$ cat config.mk
export PLATFORM = sky130hd
export DESIGN_NAME = gated_counter_timer
export DESIGN_NICKNAME = d
export VERILOG_FILES = /design/src/common/timer_pkg.sv /design/src/rtl/gated_counter_timer.sv /design/src/rtl/sync_edge.sv /design/src/rtl/tick_prescaler.sv
export VERILOG_INCLUDE_DIRS = /design/src /design/src/common
export SDC_FILE = /design/constraint.sdc
export NUM_CORES = 1
export LEC_CHECK = 0
export BUFFER_PORTS_ARGS = -buffer_cell sky130_fd_sc_hd__buf_2
export CAP_MARGIN = 20
export CORE_MARGIN = 3
export CORE_UTILIZATION = 40
export CTS_BUF_LIST = sky130_fd_sc_hd__clkbuf_16
export CTS_CLUSTER_DIAMETER = 50
export DETAILED_ROUTE_END_ITERATION = 16
export SETUP_SLACK_MARGIN = 0.4
export SLEW_MARGIN = 20
export SYNTH_ARGS = -nofsm -noshare
export SYNTH_HDL_FRONTEND = slang
export SYNTH_SLANG_ARGS = --single-unit
$ cat constraint.sdc
create_clock -name MCLK -period 1.7 [get_ports MCLK]
set_input_delay 0.255 -clock MCLK [delete_from_list [all_inputs] [get_ports MCLK]]
set_output_delay 0.255 -clock MCLK [all_outputs]
set_load 0.005 [all_outputs]
$ cat src/common/timer_cfg.svh
// Constants for the gated sixteen-bit counter timer.
// Notes on behaviour
// - Clock select picks osc, pin, system, instruction.
// - Prescale divides selected clock by 1/2/4/8.
// - Sync bypass one skips resynchronisation of the prescaled clock.
// - On bit off stops counter, clears toggle flop.
// - Gate enable ignored while off, else gates.
// - Polarity picks high or low gate level.
// - Toggle bit enables toggle, zero clears flop.
// - Toggle flop flips on each gate rise.
// - Single-pulse bit lets acquisition control gate.
// - Software arms, hardware clears arm status bit.
// - Gate level bit shows qualifying gate state.
// - Gate source: pin, timer overflow, comparator.
// - Writable bits reset to zero on reset.
// - Control bits three and one read zero.
// - External clock needs falling edge before counting.
// - Count wraps FFFF to zero, sets overflow.
// - Pulse window opens on edge, closes trailing.
// - Gate level falling edge sets gate event.
`ifndef TIMER_CFG_SVH
`define TIMER_CFG_SVH

// Register addresses on the plain register port
`define ADDR_CONTROL 3'h0
`define ADDR_GATE 3'h1
`define ADDR_COUNT_LO 3'h2
`define ADDR_COUNT_HI 3'h3
`define ADDR_STATUS 3'h4

// Writable bit masks
`define CONTROL_WMASK 8'hF5
`define GATE_WMASK 8'hF3

// Field positions
`define GATE_ARM_BIT 3
`define GATE_LEVEL_BIT 2
`define STAT_OVF_BIT 0
`define STAT_GATE_BIT 1

// Reset values
`define CONTROL_RESET 8'h00
`define GATE_RESET 8'h00
`define COUNT_RESET 16'h0000
`define COUNT_MAX 16'hFFFF
`define READ_ZERO 8'h00

// Instruction clock is the system clock divided by four
`define INSTR_DIV_LAST 2'h3
`define INSTR_DIV_RESET 2'h0

// Prescaler masks for 1:1, 1:2, 1:4, 1:8
`define PRESC_MASK_1 3'h0
`define PRESC_MASK_2 3'h1
`define PRESC_MASK_4 3'h3
`define PRESC_MASK_8 3'h7
`define PRESC_RESET 3'h0

`endif

$ cat src/common/timer_pkg.sv
// Types for the gated sixteen-bit counter timer.
package timer_pkg;

  // Counter control register layout
  typedef struct packed {
    logic [1:0] clock_select;
    logic [1:0] prescale_select;
    logic unused_3;
    logic sync_bypass;
    logic unused_1;
    logic counter_on;
  } ctrl_t;

  // Gate control register layout
  typedef struct packed {
    logic gate_enable;
    logic gate_polarity;
    logic gate_toggle_mode;
    logic gate_single_pulse_mode;
    logic pulse_arm_status;
    logic gate_level;
    logic [1:0] gate_source_select;
  } gcfg_t;

  // Counter clock sources
  typedef enum logic [1:0] {
    CLK_INSTR = 2'b00,
    CLK_SYSTEM = 2'b01,
    CLK_EXT_PIN = 2'b10,
    CLK_LFOSC = 2'b11
  } clk_src_t;

  // Gate sources
  typedef enum logic [1:0] {
    GSRC_PIN = 2'b00,
    GSRC_TIMER0 = 2'b01,
    GSRC_COMP = 2'b10,
    GSRC_RSVD = 2'b11
  } gate_src_t;

  // Single-pulse acquisition states
  typedef enum logic [1:0] {
    PULSE_IDLE = 2'b00,
    PULSE_ARMED = 2'b01,
    PULSE_OPEN = 2'b10
  } pulse_state_t;

endpackage

$ cat src/rtl/gated_counter_timer.sv
// Gated sixteen-bit counter timer with register port.
`include "timer_cfg.svh"
module gated_counter_timer
  import timer_pkg::*;
(
  input wire logic MCLK,
  input wire logic RST,
  input wire logic [2:0] REG_ADDR,
  input wire logic [7:0] REG_WDATA,
  input wire logic REG_WR,
  input wire logic REG_RD,
  output logic [7:0] REG_RDATA,
  input wire logic EXT_CLOCK_PIN,
  input wire logic LOW_FREQ_OSC,
  input wire logic GATE_PIN,
  input wire logic TIMER0_OVERFLOW,
  input wire logic COMPARATOR_SYNC_OUTPUT,
  output logic OVERFLOW_FLAG,
  output logic GATE_EVENT_FLAG,
  output logic GATE_LEVEL
);

  // Register state
  ctrl_t ctrl_q, ctrl_d; // Counter control
  gcfg_t gcfg_q, gcfg_d; // Gate configuration, arm and level held zero
  logic [15:0] count_q, count_d; // The count itself
  logic ovf_q, ovf_d; // Overflow flag
  logic gev_q, gev_d; // Gate event flag
  logic [7:0] rdata_q, rdata_d; // Read data, one cycle after strobe

  // Clock path state
  logic [1:0] instr_q, instr_d; // Divide-by-four for instruction clock
  logic fall_seen_q, fall_seen_d; // External pin has been low
  logic ptog_q, ptog_d; // Toggle carrying prescaler output

  // Gate path state
  logic gpol_q, gpol_d; // Previous polarity-corrected gate
  logic toggle_q, toggle_d; // Gate toggle flip-flop
  logic gmid_q, gmid_d; // Previous gate after toggle stage
  pulse_state_t pst_q, pst_d; // Single-pulse acquisition state
  logic glevel_q, glevel_d; // Final qualifying gate level

  // Synchronised inputs
  logic ext_level, ext_rise; // External clock pin
  logic lfo_rise; // Low-frequency oscillator
  logic gpin_level; // Gate pin
  logic ps_rise, ps_fall; // Resynchronised prescaler toggle

  // Combinational helpers
  logic instr_tick; // Instruction clock enable
  logic src_tick; // Selected clock enable
  logic presc_pulse; // Prescaler output
  logic is_async; // Source comes from outside the clock domain
  logic final_tick; // Clock enable reaching the counter
  logic gsrc; // Selected gate source
  logic gpol; // Gate after polarity
  logic gpol_rise; // Rising edge of polarity-corrected gate
  logic gmid; // Gate after toggle stage
  logic gmid_rise, gmid_fall; // Edges after toggle stage
  logic cnt_en; // Increment this cycle
  logic wr_ctrl, wr_gate, wr_lo, wr_hi, wr_stat; // Write decodes

  // Pin synchronisers
  sync_edge u_ext (
    .clk(MCLK),
    .rst(RST),
    .din(EXT_CLOCK_PIN),
    .level(ext_level),
    .rise(ext_rise),
    .fall()
  );

  sync_edge u_lfo (
    .clk(MCLK),
    .rst(RST),
    .din(LOW_FREQ_OSC),
    .level(),
    .rise(lfo_rise),
    .fall()
  );

  sync_edge u_gpin (
    .clk(MCLK),
    .rst(RST),
    .din(GATE_PIN),
    .level(gpin_level),
    .rise(),
    .fall()
  );

  // Optional resynchronisation of the prescaled asynchronous clock
  sync_edge u_psync (
    .clk(MCLK),
    .rst(RST),
    .din(ptog_q),
    .level(),
    .rise(ps_rise),
    .fall(ps_fall)
  );

  // Prescaler, held clear while the counter is off
  tick_prescaler u_presc (
    .clk(MCLK),
    .rst(RST),
    .clear(~ctrl_q.counter_on),
    .tick(src_tick),
    .sel(ctrl_q.prescale_select),
    .pulse(presc_pulse)
  );

  // Write decodes
  assign wr_ctrl = REG_WR && (REG_ADDR == `ADDR_CONTROL);
  assign wr_gate = REG_WR && (REG_ADDR == `ADDR_GATE);
  assign wr_lo = REG_WR && (REG_ADDR == `ADDR_COUNT_LO);
  assign wr_hi = REG_WR && (REG_ADDR == `ADDR_COUNT_HI);
  assign wr_stat = REG_WR && (REG_ADDR == `ADDR_STATUS);

  // Clock source selection and synchroniser choice
  always_comb begin
    instr_tick = (instr_q == `INSTR_DIV_LAST);
    instr_d = instr_q + 2'h1;
    case (ctrl_q.clock_select)
      CLK_INSTR: begin
        src_tick = instr_tick;
        is_async = 1'b0;
      end
      CLK_SYSTEM: begin
        src_tick = 1'b1;
        is_async = 1'b0;
      end
      CLK_EXT_PIN: begin
        src_tick = ext_rise & fall_seen_q;
        is_async = 1'b1;
      end
      CLK_LFOSC: begin
        src_tick = lfo_rise;
        is_async = 1'b1;
      end
      default: begin
        src_tick = 1'b0;
        is_async = 1'b0;
      end
    endcase
    // A rising edge counts only after the pin was seen low
    fall_seen_d = fall_seen_q;
    if (!ctrl_q.counter_on || wr_ctrl) begin
      fall_seen_d = 1'b0;
    end else if (!ext_level) begin
      fall_seen_d = 1'b1;
    end
    // Prescaler pulse carried as a toggle into the resynchroniser
    ptog_d = ptog_q ^ presc_pulse;
    if (is_async && !ctrl_q.sync_bypass) begin
      final_tick = ps_rise | ps_fall;
    end else begin
      final_tick = presc_pulse;
    end
  end

  // Clock path registers
  always_ff @(posedge MCLK or posedge RST) begin
    if (RST) begin
      instr_q <= `INSTR_DIV_RESET;
      fall_seen_q <= 1'b0;
      ptog_q <= 1'b0;
    end else begin
      instr_q <= instr_d;
      fall_seen_q <= fall_seen_d;
      ptog_q <= ptog_d;
    end
  end

  // Gate source, polarity, toggle and single-pulse stages
  always_comb begin
    case (gcfg_q.gate_source_select)
      GSRC_PIN: gsrc = gpin_level;
      GSRC_TIMER0: gsrc = TIMER0_OVERFLOW;
      GSRC_COMP: gsrc = COMPARATOR_SYNC_OUTPUT;
      default: gsrc = 1'b0;
    endcase
    gpol = gcfg_q.gate_polarity ? gsrc : ~gsrc;
    gpol_d = gpol;
    gpol_rise = gpol & ~gpol_q;
    // Toggle flop cleared when disabled or counter off
    toggle_d = toggle_q;
    if (!gcfg_q.gate_toggle_mode || !ctrl_q.counter_on) begin
      toggle_d = 1'b0;
    end else if (gpol_rise) begin
      toggle_d = ~toggle_q;
    end
    gmid = gcfg_q.gate_toggle_mode ? toggle_q : gpol;
    gmid_d = gmid;
    gmid_rise = gmid & ~gmid_q;
    gmid_fall = ~gmid & gmid_q;
    // Acquisition sequence; a software write clearing the arm bit overrides hardware
    pst_d = pst_q;
    case (pst_q)
      PULSE_IDLE: pst_d = PULSE_IDLE;
      PULSE_ARMED: begin
        if (gmid_rise) begin
          pst_d = PULSE_OPEN;
        end
      end
      PULSE_OPEN: begin
        if (gmid_fall) begin
          pst_d = PULSE_IDLE;
        end
      end
      default: pst_d = PULSE_IDLE;
    endcase
    if (wr_gate) begin
      if (!REG_WDATA[`GATE_ARM_BIT]) begin
        pst_d = PULSE_IDLE;
      end else if (pst_q == PULSE_IDLE) begin
        pst_d = PULSE_ARMED;
      end
    end
    // Final gate level shown to software and to the counter
    if (gcfg_q.gate_single_pulse_mode) begin
      glevel_d = (pst_q == PULSE_OPEN) && gmid;
    end else begin
      glevel_d = gmid;
    end
  end

  // Gate path registers
  always_ff @(posedge MCLK or posedge RST) begin
    if (RST) begin
      gpol_q <= 1'b0;
      toggle_q <= 1'b0;
      gmid_q <= 1'b0;
      pst_q <= PULSE_IDLE;
      glevel_q <= 1'b0;
    end else begin
      gpol_q <= gpol_d;
      toggle_q <= toggle_d;
      gmid_q <= gmid_d;
      pst_q <= pst_d;
      glevel_q <= glevel_d;
    end
  end

  // Counter, flags and register port
  always_comb begin
    // Count only while on, and gated only when the gate is enabled
    cnt_en = ctrl_q.counter_on && final_tick &&
             (!gcfg_q.gate_enable || glevel_q);
    count_d = count_q;
    if (cnt_en) begin
      count_d = count_q + 16'h0001;
    end
    // Software byte writes take priority over an increment
    if (wr_lo) begin
      count_d[7:0] = REG_WDATA;
    end
    if (wr_hi) begin
      count_d[15:8] = REG_WDATA;
    end
    // Flags: hardware set wins over a write-one clear
    ovf_d = ovf_q;
    if (wr_stat && REG_WDATA[`STAT_OVF_BIT]) begin
      ovf_d = 1'b0;
    end
    if (cnt_en && (count_q == `COUNT_MAX)) begin
      ovf_d = 1'b1;
    end
    gev_d = gev_q;
    if (wr_stat && REG_WDATA[`STAT_GATE_BIT]) begin
      gev_d = 1'b0;
    end
    if (glevel_q && !glevel_d) begin
      gev_d = 1'b1;
    end
    // Configuration writes, unimplemented bits kept zero
    ctrl_d = ctrl_q;
    if (wr_ctrl) begin
      ctrl_d = ctrl_t'(REG_WDATA & `CONTROL_WMASK);
    end
    gcfg_d = gcfg_q;
    if (wr_gate) begin
      gcfg_d = gcfg_t'(REG_WDATA & `GATE_WMASK);
    end
    // Read data for the cycle after the strobe
    rdata_d = `READ_ZERO;
    if (REG_RD) begin
      case (REG_ADDR)
        `ADDR_CONTROL: rdata_d = ctrl_q & `CONTROL_WMASK;
        `ADDR_GATE: begin
          rdata_d = gcfg_q;
          rdata_d[`GATE_ARM_BIT] = (pst_q != PULSE_IDLE);
          rdata_d[`GATE_LEVEL_BIT] = glevel_q;
        end
        `ADDR_COUNT_LO: rdata_d = count_q[7:0];
        `ADDR_COUNT_HI: rdata_d = count_q[15:8];
        `ADDR_STATUS: begin
          rdata_d[`STAT_OVF_BIT] = ovf_q;
          rdata_d[`STAT_GATE_BIT] = gev_q;
        end
        default: rdata_d = `READ_ZERO;
      endcase
    end
  end

  // Register file; power-on reset clears every writable bit
  always_ff @(posedge MCLK or posedge RST) begin
    if (RST) begin
      ctrl_q <= ctrl_t'(`CONTROL_RESET);
      gcfg_q <= gcfg_t'(`GATE_RESET);
      count_q <= `COUNT_RESET;
      ovf_q <= 1'b0;
      gev_q <= 1'b0;
      rdata_q <= `READ_ZERO;
    end else begin
      ctrl_q <= ctrl_d;
      gcfg_q <= gcfg_d;
      count_q <= count_d;
      ovf_q <= ovf_d;
      gev_q <= gev_d;
      rdata_q <= rdata_d;
    end
  end

  // Outputs straight from flip-flops
  assign REG_RDATA = rdata_q;
  assign OVERFLOW_FLAG = ovf_q;
  assign GATE_EVENT_FLAG = gev_q;
  assign GATE_LEVEL = glevel_q;

endmodule

$ cat src/rtl/sync_edge.sv
// Two-flop synchroniser with rise and fall detection.
module sync_edge (
  input wire logic clk,
  input wire logic rst,
  input wire logic din,
  output logic level,
  output logic rise,
  output logic fall
);

  logic s1_q, s1_d; // First stage, read only by second stage
  logic s2_q, s2_d; // Second stage, safe level
  logic s3_q, s3_d; // Delayed copy for edge detection

  // Next values of the shift chain
  always_comb begin
    s1_d = din;
    s2_d = s1_q;
    s3_d = s2_q;
  end

  // Chain registers
  always_ff @(posedge clk or posedge rst) begin
    if (rst) begin
      s1_q <= 1'b0;
      s2_q <= 1'b0;
      s3_q <= 1'b0;
    end else begin
      s1_q <= s1_d;
      s2_q <= s2_d;
      s3_q <= s3_d;
    end
  end

  // Outputs look only at the later stages
  assign level = s2_q;
  assign rise = s2_q & ~s3_q;
  assign fall = ~s2_q & s3_q;

endmodule

$ cat src/rtl/tick_prescaler.sv
// Prescaler that passes one of every 1, 2, 4 or 8 ticks.
`include "timer_cfg.svh"
module tick_prescaler (
  input wire logic clk,
  input wire logic rst,
  input wire logic clear,
  input wire logic tick,
  input wire logic [1:0] sel,
  output logic pulse
);

  logic [2:0] cnt_q, cnt_d; // Tick counter
  logic [2:0] mask; // Terminal count for the chosen ratio

  // Ratio decode and counter next value
  always_comb begin
    case (sel)
      2'b00: mask = `PRESC_MASK_1;
      2'b01: mask = `PRESC_MASK_2;
      2'b10: mask = `PRESC_MASK_4;
      default: mask = `PRESC_MASK_8;
    endcase
    pulse = tick & ((cnt_q & mask) == mask);
    cnt_d = cnt_q;
    if (clear) begin
      cnt_d = `PRESC_RESET;
    end else if (tick) begin
      cnt_d = cnt_q + 3'h1;
    end
  end

  // Counter register
  always_ff @(posedge clk or posedge rst) begin
    if (rst) begin
      cnt_q <= `PRESC_RESET;
    end else begin
      cnt_q <= cnt_d;
    end
  end

endmodule

==> impl_metrics.py, run 1 <==
metrics = {
    "setup_path": {
        "worst_setup_path_end_kind": "flip-flop",
        "cp.arrival_ns": 2.06,
        "worst-endpoint-required_ns": 1.92,
        "worst-setup-path-type": "reg2reg",
        "critPathLaunchType": "flip-flop",
        "worstPathMaxFanout": 7,
    },
    "synth": {
        "ys_top_cells_by_count": "sky130_fd_sc_hd__dfrtp_1 (62), sky130_fd_sc_hd__nand2_1 (33), sky130_fd_sc_hd__inv_1 (20)",
        "synth.yosys.seq_area_share_pct": 49.8,
        "yosys.area.top_type_share_pct": 49.8,
        "synth.yosys.warnings": 0,
        "yosys.cell_count.top_type": "sky130_fd_sc_hd__dfrtp_1",
        "synth-edff-count": 0,
        "synth-async-reset-ratio_pct": 100,
        "synth_area_mm2": 0.00312,
        "netlist_top_cells_area": "sky130_fd_sc_hd__dfrtp_1 (50%), sky130_fd_sc_hd__mux2_2 (4.3%), sky130_fd_sc_hd__mux2i_1 (4.2%), sky130_fd_sc_hd__nand2_1 (4.0%), sky130_fd_sc_hd__xnor2_1 (3.9%)",
        "total_nets_after_synthesis": 320,
        "synthesis.instances": 294,
        "synth_top_area_cell": "sky130_fd_sc_hd__dfrtp_1",
        "syn_area_per_cell_um2": 10.6,
        "synth_ff_type": "sky130_fd_sc_hd__dfrtp_1",
        "ys_ff_latch": 62,
        "synth.lib_cells_used.distinct": 51,
    },
    "power_and_ir_drop": {
        "p_leak_uw": 0.00193,
        "p_total_uw": 5640,
        "p_sw_share_pct": 31.6,
        "power_frac_clock_pct": 33.1,
        "seq_power_share_pct": 35.9,
        "vdd.ir_drop.worst_mv": 0.722,
        "p_comb_share_pct": 31.0,
        "internal_power_uw": 3860,
        "net-switching-power_uw": 1780,
        "power_density_mw_per_mm2": 1310,
    },
    "timing": {
        "setup_viol": 17,
        "worst_slack_ns": -0.139,
        "finalClockSkew_ns": 0.00682,
        "report.final.hold_viol_count": 0,
        "worst-slew-pin-transition_ns": 0.551,
        "finalCritPeriodShare_pct": 108,
        "unrepaired_setup_endpoints_after_global_routing": "true",
        "slew_violations": 0,
        "final_worst_path_period_need_ns": 1.84,
        "max_freq_ghz": 0.544,
        "timing.slew.headroom_pct": 63.2,
    },
    "global_route": {
        "pin_count_of_the_biggest_net_entering_global_routing": 24,
        "global_route.overflow_total": 0,
        "number_of_antenna_violations_at_the_first_check_in_global_routing": 0,
        "number_of_global_route_vias_before_repair": 2497,
        "first_pass_grt_wire_length_mm": 13.0,
        "groute.usage.overall_pct": 19.4,
    },
    "run": {
        "timing.max_cap.violations": 0,
    },
    "place": {
        "number_of_i_o_port_buffers": 30,
        "dp_hpwl_mm": 5.64,
        "post-place-cells": 456,
        "place_congestion": 0.848,
        "post_dp_cell_area_mm2": 0.00374,
    },
    "clock_tree": {
        "clock-root-buffer": "sky130_fd_sc_hd__clkbuf_16",
        "cts_h_tree_depth": 3,
        "clk-insertion-delay-late_ns": 0.33,
        "cts_max_path_buffers": 2,
        "cts_buffers": 9,
        "worst_setup_hold_path_clk_slew_ns": 0.06,
        "cts_tree": "yes",
        "clock-sinks": 62,
    },
    "run_status": {
        "status": "finished with violations",
        "failed_checks": "negative setup slack",
    },
    "floorplanning": {
        "rows": 31,
        "boundaryPins": 31,
        "die_height_um": 94.3,
        "dieWidth_um": 94.3,
        "floorplan.die_area_mm2": 0.00888,
        "fp.coreArea_mm2": 0.00741,
        "initial_core_util_pct": 42.1,
    },
    "drt": {
        "finalWirelength_mm": 8.02,
        "route.vias.total": 2543,
        "route.antenna.remaining_nets": 0,
        "detail_route.first_pass.iterations": 4,
        "initialDrtViolationCount": 141,
        "routed_wire_length_per_instance_um": 16.6,
        "post-route-drc-count": 0,
        "viasPerCell": 5.25,
    },
    "final_layout": {
        "final_instance_area_mm2": 0.00431,
        "antenna_cells_inserted": 0,
        "drive_gt1_share_pct": 38.4,
        "finish.net_count": 406,
        "finish.cell_count_without_fillers": 484,
        "layout-area-overhead-vs-synth_pct": 38.4,
    },
    "worst_hold_path": {
        "min_path_type": "in2reg",
    },
}
==> power groups by stage <==
stage | Combinational (uW) | Sequential, uW | Clock, uW
final | 1750 | 2030 | 1860
after global routing | 1910 | 2060 | 1960
after CTS | 1620 | 2020 | 1890
after detailed placement | 1440 | 2040 | 0
after global placement | 1430 | 2030 | 0
after floorplan | 814 | 2040 | 0
==> metal layers <==
metal / track usage, % / vias to the layer above / share of wire (%)
li1: - / 1207 / -
met4: 6.50 / 0 / 1.1
met2: 29.7 / 66 / 47
met3: 4.57 / 8 / 6.2
met1: 27.0 / 1262 / 45
met5: 0 / - / 0
==> metrics by stage <==
stage	hold WS (ns)	setup TNS, ns	worst slack [ns]	util [%]
final	0.0269	-1.19	-0.139	58.2
after global routing	0.0171	-3.61	-0.257	58.2
after CTS	0.0212	-1.21	-0.136	56.5
after detailed placement	0.336	-2.10	-0.182	50.5
after global placement	0.333	-1.64	-0.146	50.5
after floorplan	0.286	-0.314	-0.137	-
==> critical path, cell delays in order, from the launching register on <==
cell and delay (ns):
sky130_fd_sc_hd__dfrtp_1 0.41, sky130_fd_sc_hd__xor2_2 0.18, sky130_fd_sc_hd__o221ai_4 0.12, sky130_fd_sc_hd__or3b_4 0.40
sky130_fd_sc_hd__a21oi_4 0.26, sky130_fd_sc_hd__buf_6 0.15, sky130_fd_sc_hd__a311o_1 0.15, sky130_fd_sc_hd__nand3_1 0.06
==> cells in the final DEF (no fill, tap or decap), types with 7 or more instances in the layout <==
| cell type | netlist | routed |
|---|---|---|
| sky130_fd_sc_hd__buf_4 | 1 | 42 |
| sky130_fd_sc_hd__dfrtp_1 | 62 | 61 |
| sky130_fd_sc_hd__nand3_1 | 10 | 9 |
| sky130_fd_sc_hd__o21ai_1 | 11 | 13 |
| sky130_fd_sc_hd__nor2_1 | 9 | 7 |
| sky130_fd_sc_hd__and2_1 | 9 | 8 |
| sky130_fd_sc_hd__xnor2_1 | 14 | 14 |
| sky130_fd_sc_hd__clkbuf_16 | 0 | 9 |
| sky130_fd_sc_hd__and3_1 | 8 | 7 |
| sky130_fd_sc_hd__nand2_1 | 33 | 32 |
| sky130_fd_sc_hd__mux2_2 | 12 | 11 |
| sky130_fd_sc_hd__mux2i_1 | 13 | 13 |
| sky130_fd_sc_hd__buf_6 | 1 | 12 |
| sky130_fd_sc_hd__buf_2 | 1 | 30 |
| sky130_fd_sc_hd__inv_1 | 20 | 19 |
==> logic make-up (layout without fill, tap and decap cells) <==
| logic type | after synthesis | count (layout) | synth area share [%] |
|---|---|---|---|
| simple gates | 93 | 93 | 15.5 |
| flops | 62 | 62 | 49.8 |
| compound gates | 58 | 58 | 14.1 |
| buf+inv | 33 | 124 | 4.38 |
| mux | 27 | 27 | 9.60 |
| xor+xnor | 15 | 15 | 4.22 |
| fa+ha+maj | 6 | 6 | 2.41 |
==> path summary, 6_finish.rpt <==
| check | from | end | slack [ns] | cells past startpoint |
|---|---|---|---|---|
| setup / recovery | u_psync.level | count_q[10] | -0.14 | 7 |
| hold / removal | EXT_CLOCK_PIN | u_ext.s1_q | 0.03 | 1 |
| setup reg to reg | u_psync.level | count_q[10] | -0.14 | 7 |
| hold reg to reg | u_lfo.s1_q | u_lfo.level | 0.35 | 0 |
| max in group asynchronous | RST | GATE_LEVEL | 0.68 | 4 |
| min in group asynchronous | RST | u_gpin.level | 0.52 | 3 |
==> area by class of cell <==
type | instances | area [um^2]
Multi-Input combinational cell | 199 | 1590
Clock buffer | 9 | 225
Clock inverter | 7 | 80.1
Fill cell | 632 | 3100
Timing Repair Buffer | 88 | 666
Sequential cell | 62 | 1550
Inverter | 20 | 78.8
Tap cell | 99 | 124
==> repair_timing <==
item	4_1_cts	5_1_grt
hold endpoints to repair	21	0
pin swaps	16	17
buffers inserted	6	5
resized for setup	19	19
endpoints found under the setup margin	29	36
hold buffers	1	0
==> sequential cells by signal, summed over array words and instances (netlist names), 2 cells and up <==
signal and flops:
REG_RDATA 8, count_q 16, u_presc.cnt_q 3, instr_q 2
ctrl_q 6, pst_q 2, gcfg_q 6
(Power assumes the default switching activity.)
==> run 2: changes to the inputs <==
--- a/config.mk
+++ b/config.mk
@@ -12,8 +12,10 @@
 export CORE_UTILIZATION = 40
 export CTS_BUF_LIST = sky130_fd_sc_hd__clkbuf_16
 export CTS_CLUSTER_DIAMETER = 50
+export CTS_CLUSTER_SIZE = 40
 export DETAILED_ROUTE_END_ITERATION = 16
 export SETUP_SLACK_MARGIN = 0.4
+export SKIP_CTS_REPAIR_TIMING = 1
 export SLEW_MARGIN = 20
 export SYNTH_ARGS = -nofsm -noshare
 export SYNTH_HDL_FRONTEND = slang
==> impl_metrics.py, run 2 (synthesized netlist as in run 1, its figures left out) <==
metrics = {
    "drt": {
        "initialDrtViolationCount": 115,
        "detail_route.first_pass.iterations": 4,
        "finalWirelength_mm": 7.72,
        "route.vias.total": 2503,
        "route.antenna.remaining_nets": 0,
        "routed_wire_length_per_instance_um": 16.1,
        "viasPerCell": 5.24,
        "post-route-drc-count": 0,
    },
    "global_route": {
        "groute.usage.overall_pct": 18.5,
        "pin_count_of_the_biggest_net_entering_global_routing": 24,
        "first_pass_grt_wire_length_mm": 12.4,
        "groute.layer.met3.usage_pct": 4.73,
        "number_of_antenna_violations_at_the_first_check_in_global_routing": 0,
        "global_route.overflow_total": 0,
        "busiest_layer": "met2",
        "number_of_global_route_vias_before_repair": 2428,
        "grt_util_met1_pct": 26.1,
        "globalRouteMet2Util_pct": 27.1,
    },
    "final_layout": {
        "postLayoutCoreUtil_pct": 57.4,
        "drive_gt1_share_pct": 38.0,
        "finish.net_count": 400,
        "largest_reg_flops": 16,
        "antenna_cells_inserted": 0,
        "layout_common_cells": "sky130_fd_sc_hd__dfrtp_1 (61), sky130_fd_sc_hd__buf_4 (39), sky130_fd_sc_hd__nand2_1 (32)",
        "layout-area-overhead-vs-synth_pct": 36.4,
        "registers.top_by_ff_count": "count_q",
        "mostFrequentLayoutCell": "sky130_fd_sc_hd__dfrtp_1",
        "final_instance_area_mm2": 0.00425,
    },
    "clock_tree": {
        "cts_max_path_buffers": 2,
        "clock-sinks": 62,
        "clock-root-buffer": "sky130_fd_sc_hd__clkbuf_16",
        "cts_buffers": 9,
        "cts_h_tree_depth": 3,
        "worst_setup_hold_path_clk_slew_ns": 0.06,
        "cts_tree": "yes",
        "clk-insertion-delay-late_ns": 0.33,
    },
    "timing": {
        "max_freq_ghz": 0.538,
        "report.final.hold_viol_count": 21,
        "slew_violations": 0,
        "fin_hold_ws_ns": -0.0206,
        "finalCritPeriodShare_pct": 109,
        "setup_tns_ns": -1.48,
        "setup_viol": 17,
        "final_worst_path_period_need_ns": 1.86,
        "worst-slew-pin-transition_ns": 0.549,
        "unrepaired_setup_endpoints_after_global_routing": "true",
        "finalClockSkew_ns": 0.00892,
        "worst_slack_ns": -0.159,
        "timing.slew.headroom_pct": 63.3,
    },
    "setup_path": {
        "cp.arrival_ns": 2.07,
        "worstPathMaxFanout": 7,
        "worst-endpoint-required_ns": 1.91,
        "worst-setup-path-type": "reg2reg",
        "critPathLaunchType": "flip-flop",
        "worst_setup_path_end_kind": "flip-flop",
    },
    "place": {
        "post_dp_cell_area_mm2": 0.00374,
        "place_congestion": 0.848,
        "number_of_i_o_port_buffers": 30,
        "dp_hpwl_mm": 5.64,
    },
    "floorplanning": {
        "dieWidth_um": 94.3,
        "rows": 31,
        "floorplan.die_area_mm2": 0.00888,
        "die_height_um": 94.3,
        "boundaryPins": 31,
        "initial_core_util_pct": 42.1,
        "fp.coreArea_mm2": 0.00741,
    },
    "worst_hold_path": {
        "min_path_type": "in2async",
    },
    "power_and_ir_drop": {
        "vdd.ir_drop.worst_mv": 0.730,
        "p_leak_uw": 0.00191,
        "power_density_mw_per_mm2": 1310,
    },
    "run_status": {
        "status": "finished with violations",
        "failed_checks": "negative hold slack, negative setup slack",
    },
    "run": {
        "timing.max_cap.violations": 0,
    },
}
==> run 2: final timing paths <==
path                               start       endpoint  slack, ns  cells after the start
min in group MCLK          EXT_CLOCK_PIN     u_ext.s1_q       0.03                      1
hold reg to reg             u_psync.s1_q  u_psync.level       0.35                      0
setup / recovery           u_psync.level     count_q[8]      -0.16                      6
max in group asynchronous            RST     GATE_LEVEL       1.23                      3
setup reg to reg           u_psync.level     count_q[8]      -0.16                      6
hold / removal                       RST   u_gpin.level      -0.02                      2
==> run 2: report_power, final <==
| group | internal, uW | switching (uW) | total (uW) |
|---|---|---|---|
| logic | 885 | 795 | 1680 |
| registers | 1790 | 236 | 2030 |
| clock network | 1150 | 709 | 1860 |
| total | 3820 | 1740 | 5560 |
==> run 2: critical path: stages, from the launching register on <==
cell,delay (ns)
sky130_fd_sc_hd__dfrtp_1,0.41
sky130_fd_sc_hd__xor2_2,0.20
sky130_fd_sc_hd__o221ai_4,0.12
sky130_fd_sc_hd__or3b_4,0.40
sky130_fd_sc_hd__a21oi_4,0.25
sky130_fd_sc_hd__a21oi_2,0.08
sky130_fd_sc_hd__o31a_1,0.27
==> run 2: through the flow <==
step | total power [uW] | worst slack (ns) | instances | hold WS [ns]
floorplan | 2860 | -0.137 | 294 | 0.286
global placement | 3460 | -0.146 | 456 | 0.333
detailed placement | 3490 | -0.182 | 456 | 0.336
CTS | 5360 | -0.198 | 472 | -0.00770
global route | 5860 | -0.235 | 478 | 0.0105
finish | 5560 | -0.159 | 478 | -0.0206
==> run 2: metal layers <==
layer / vias up / part of all wire, %
li1: 1200 / -
met1: 1221 / 46
met2: 74 / 46
met3: 8 / 6.4
met4: 0 / 1.4
met5: - / 0
==> run 2: layout make-up <==
type                            instances  area, um^2
Inverter                               20        78.8
Clock buffer                            9         225
Fill cell                             638        3160
Multi-Input combinational cell        199        1580
Sequential cell                        62        1550
Tap cell                               99         124
Timing Repair Buffer                   82         607
Clock inverter                          7        80.1
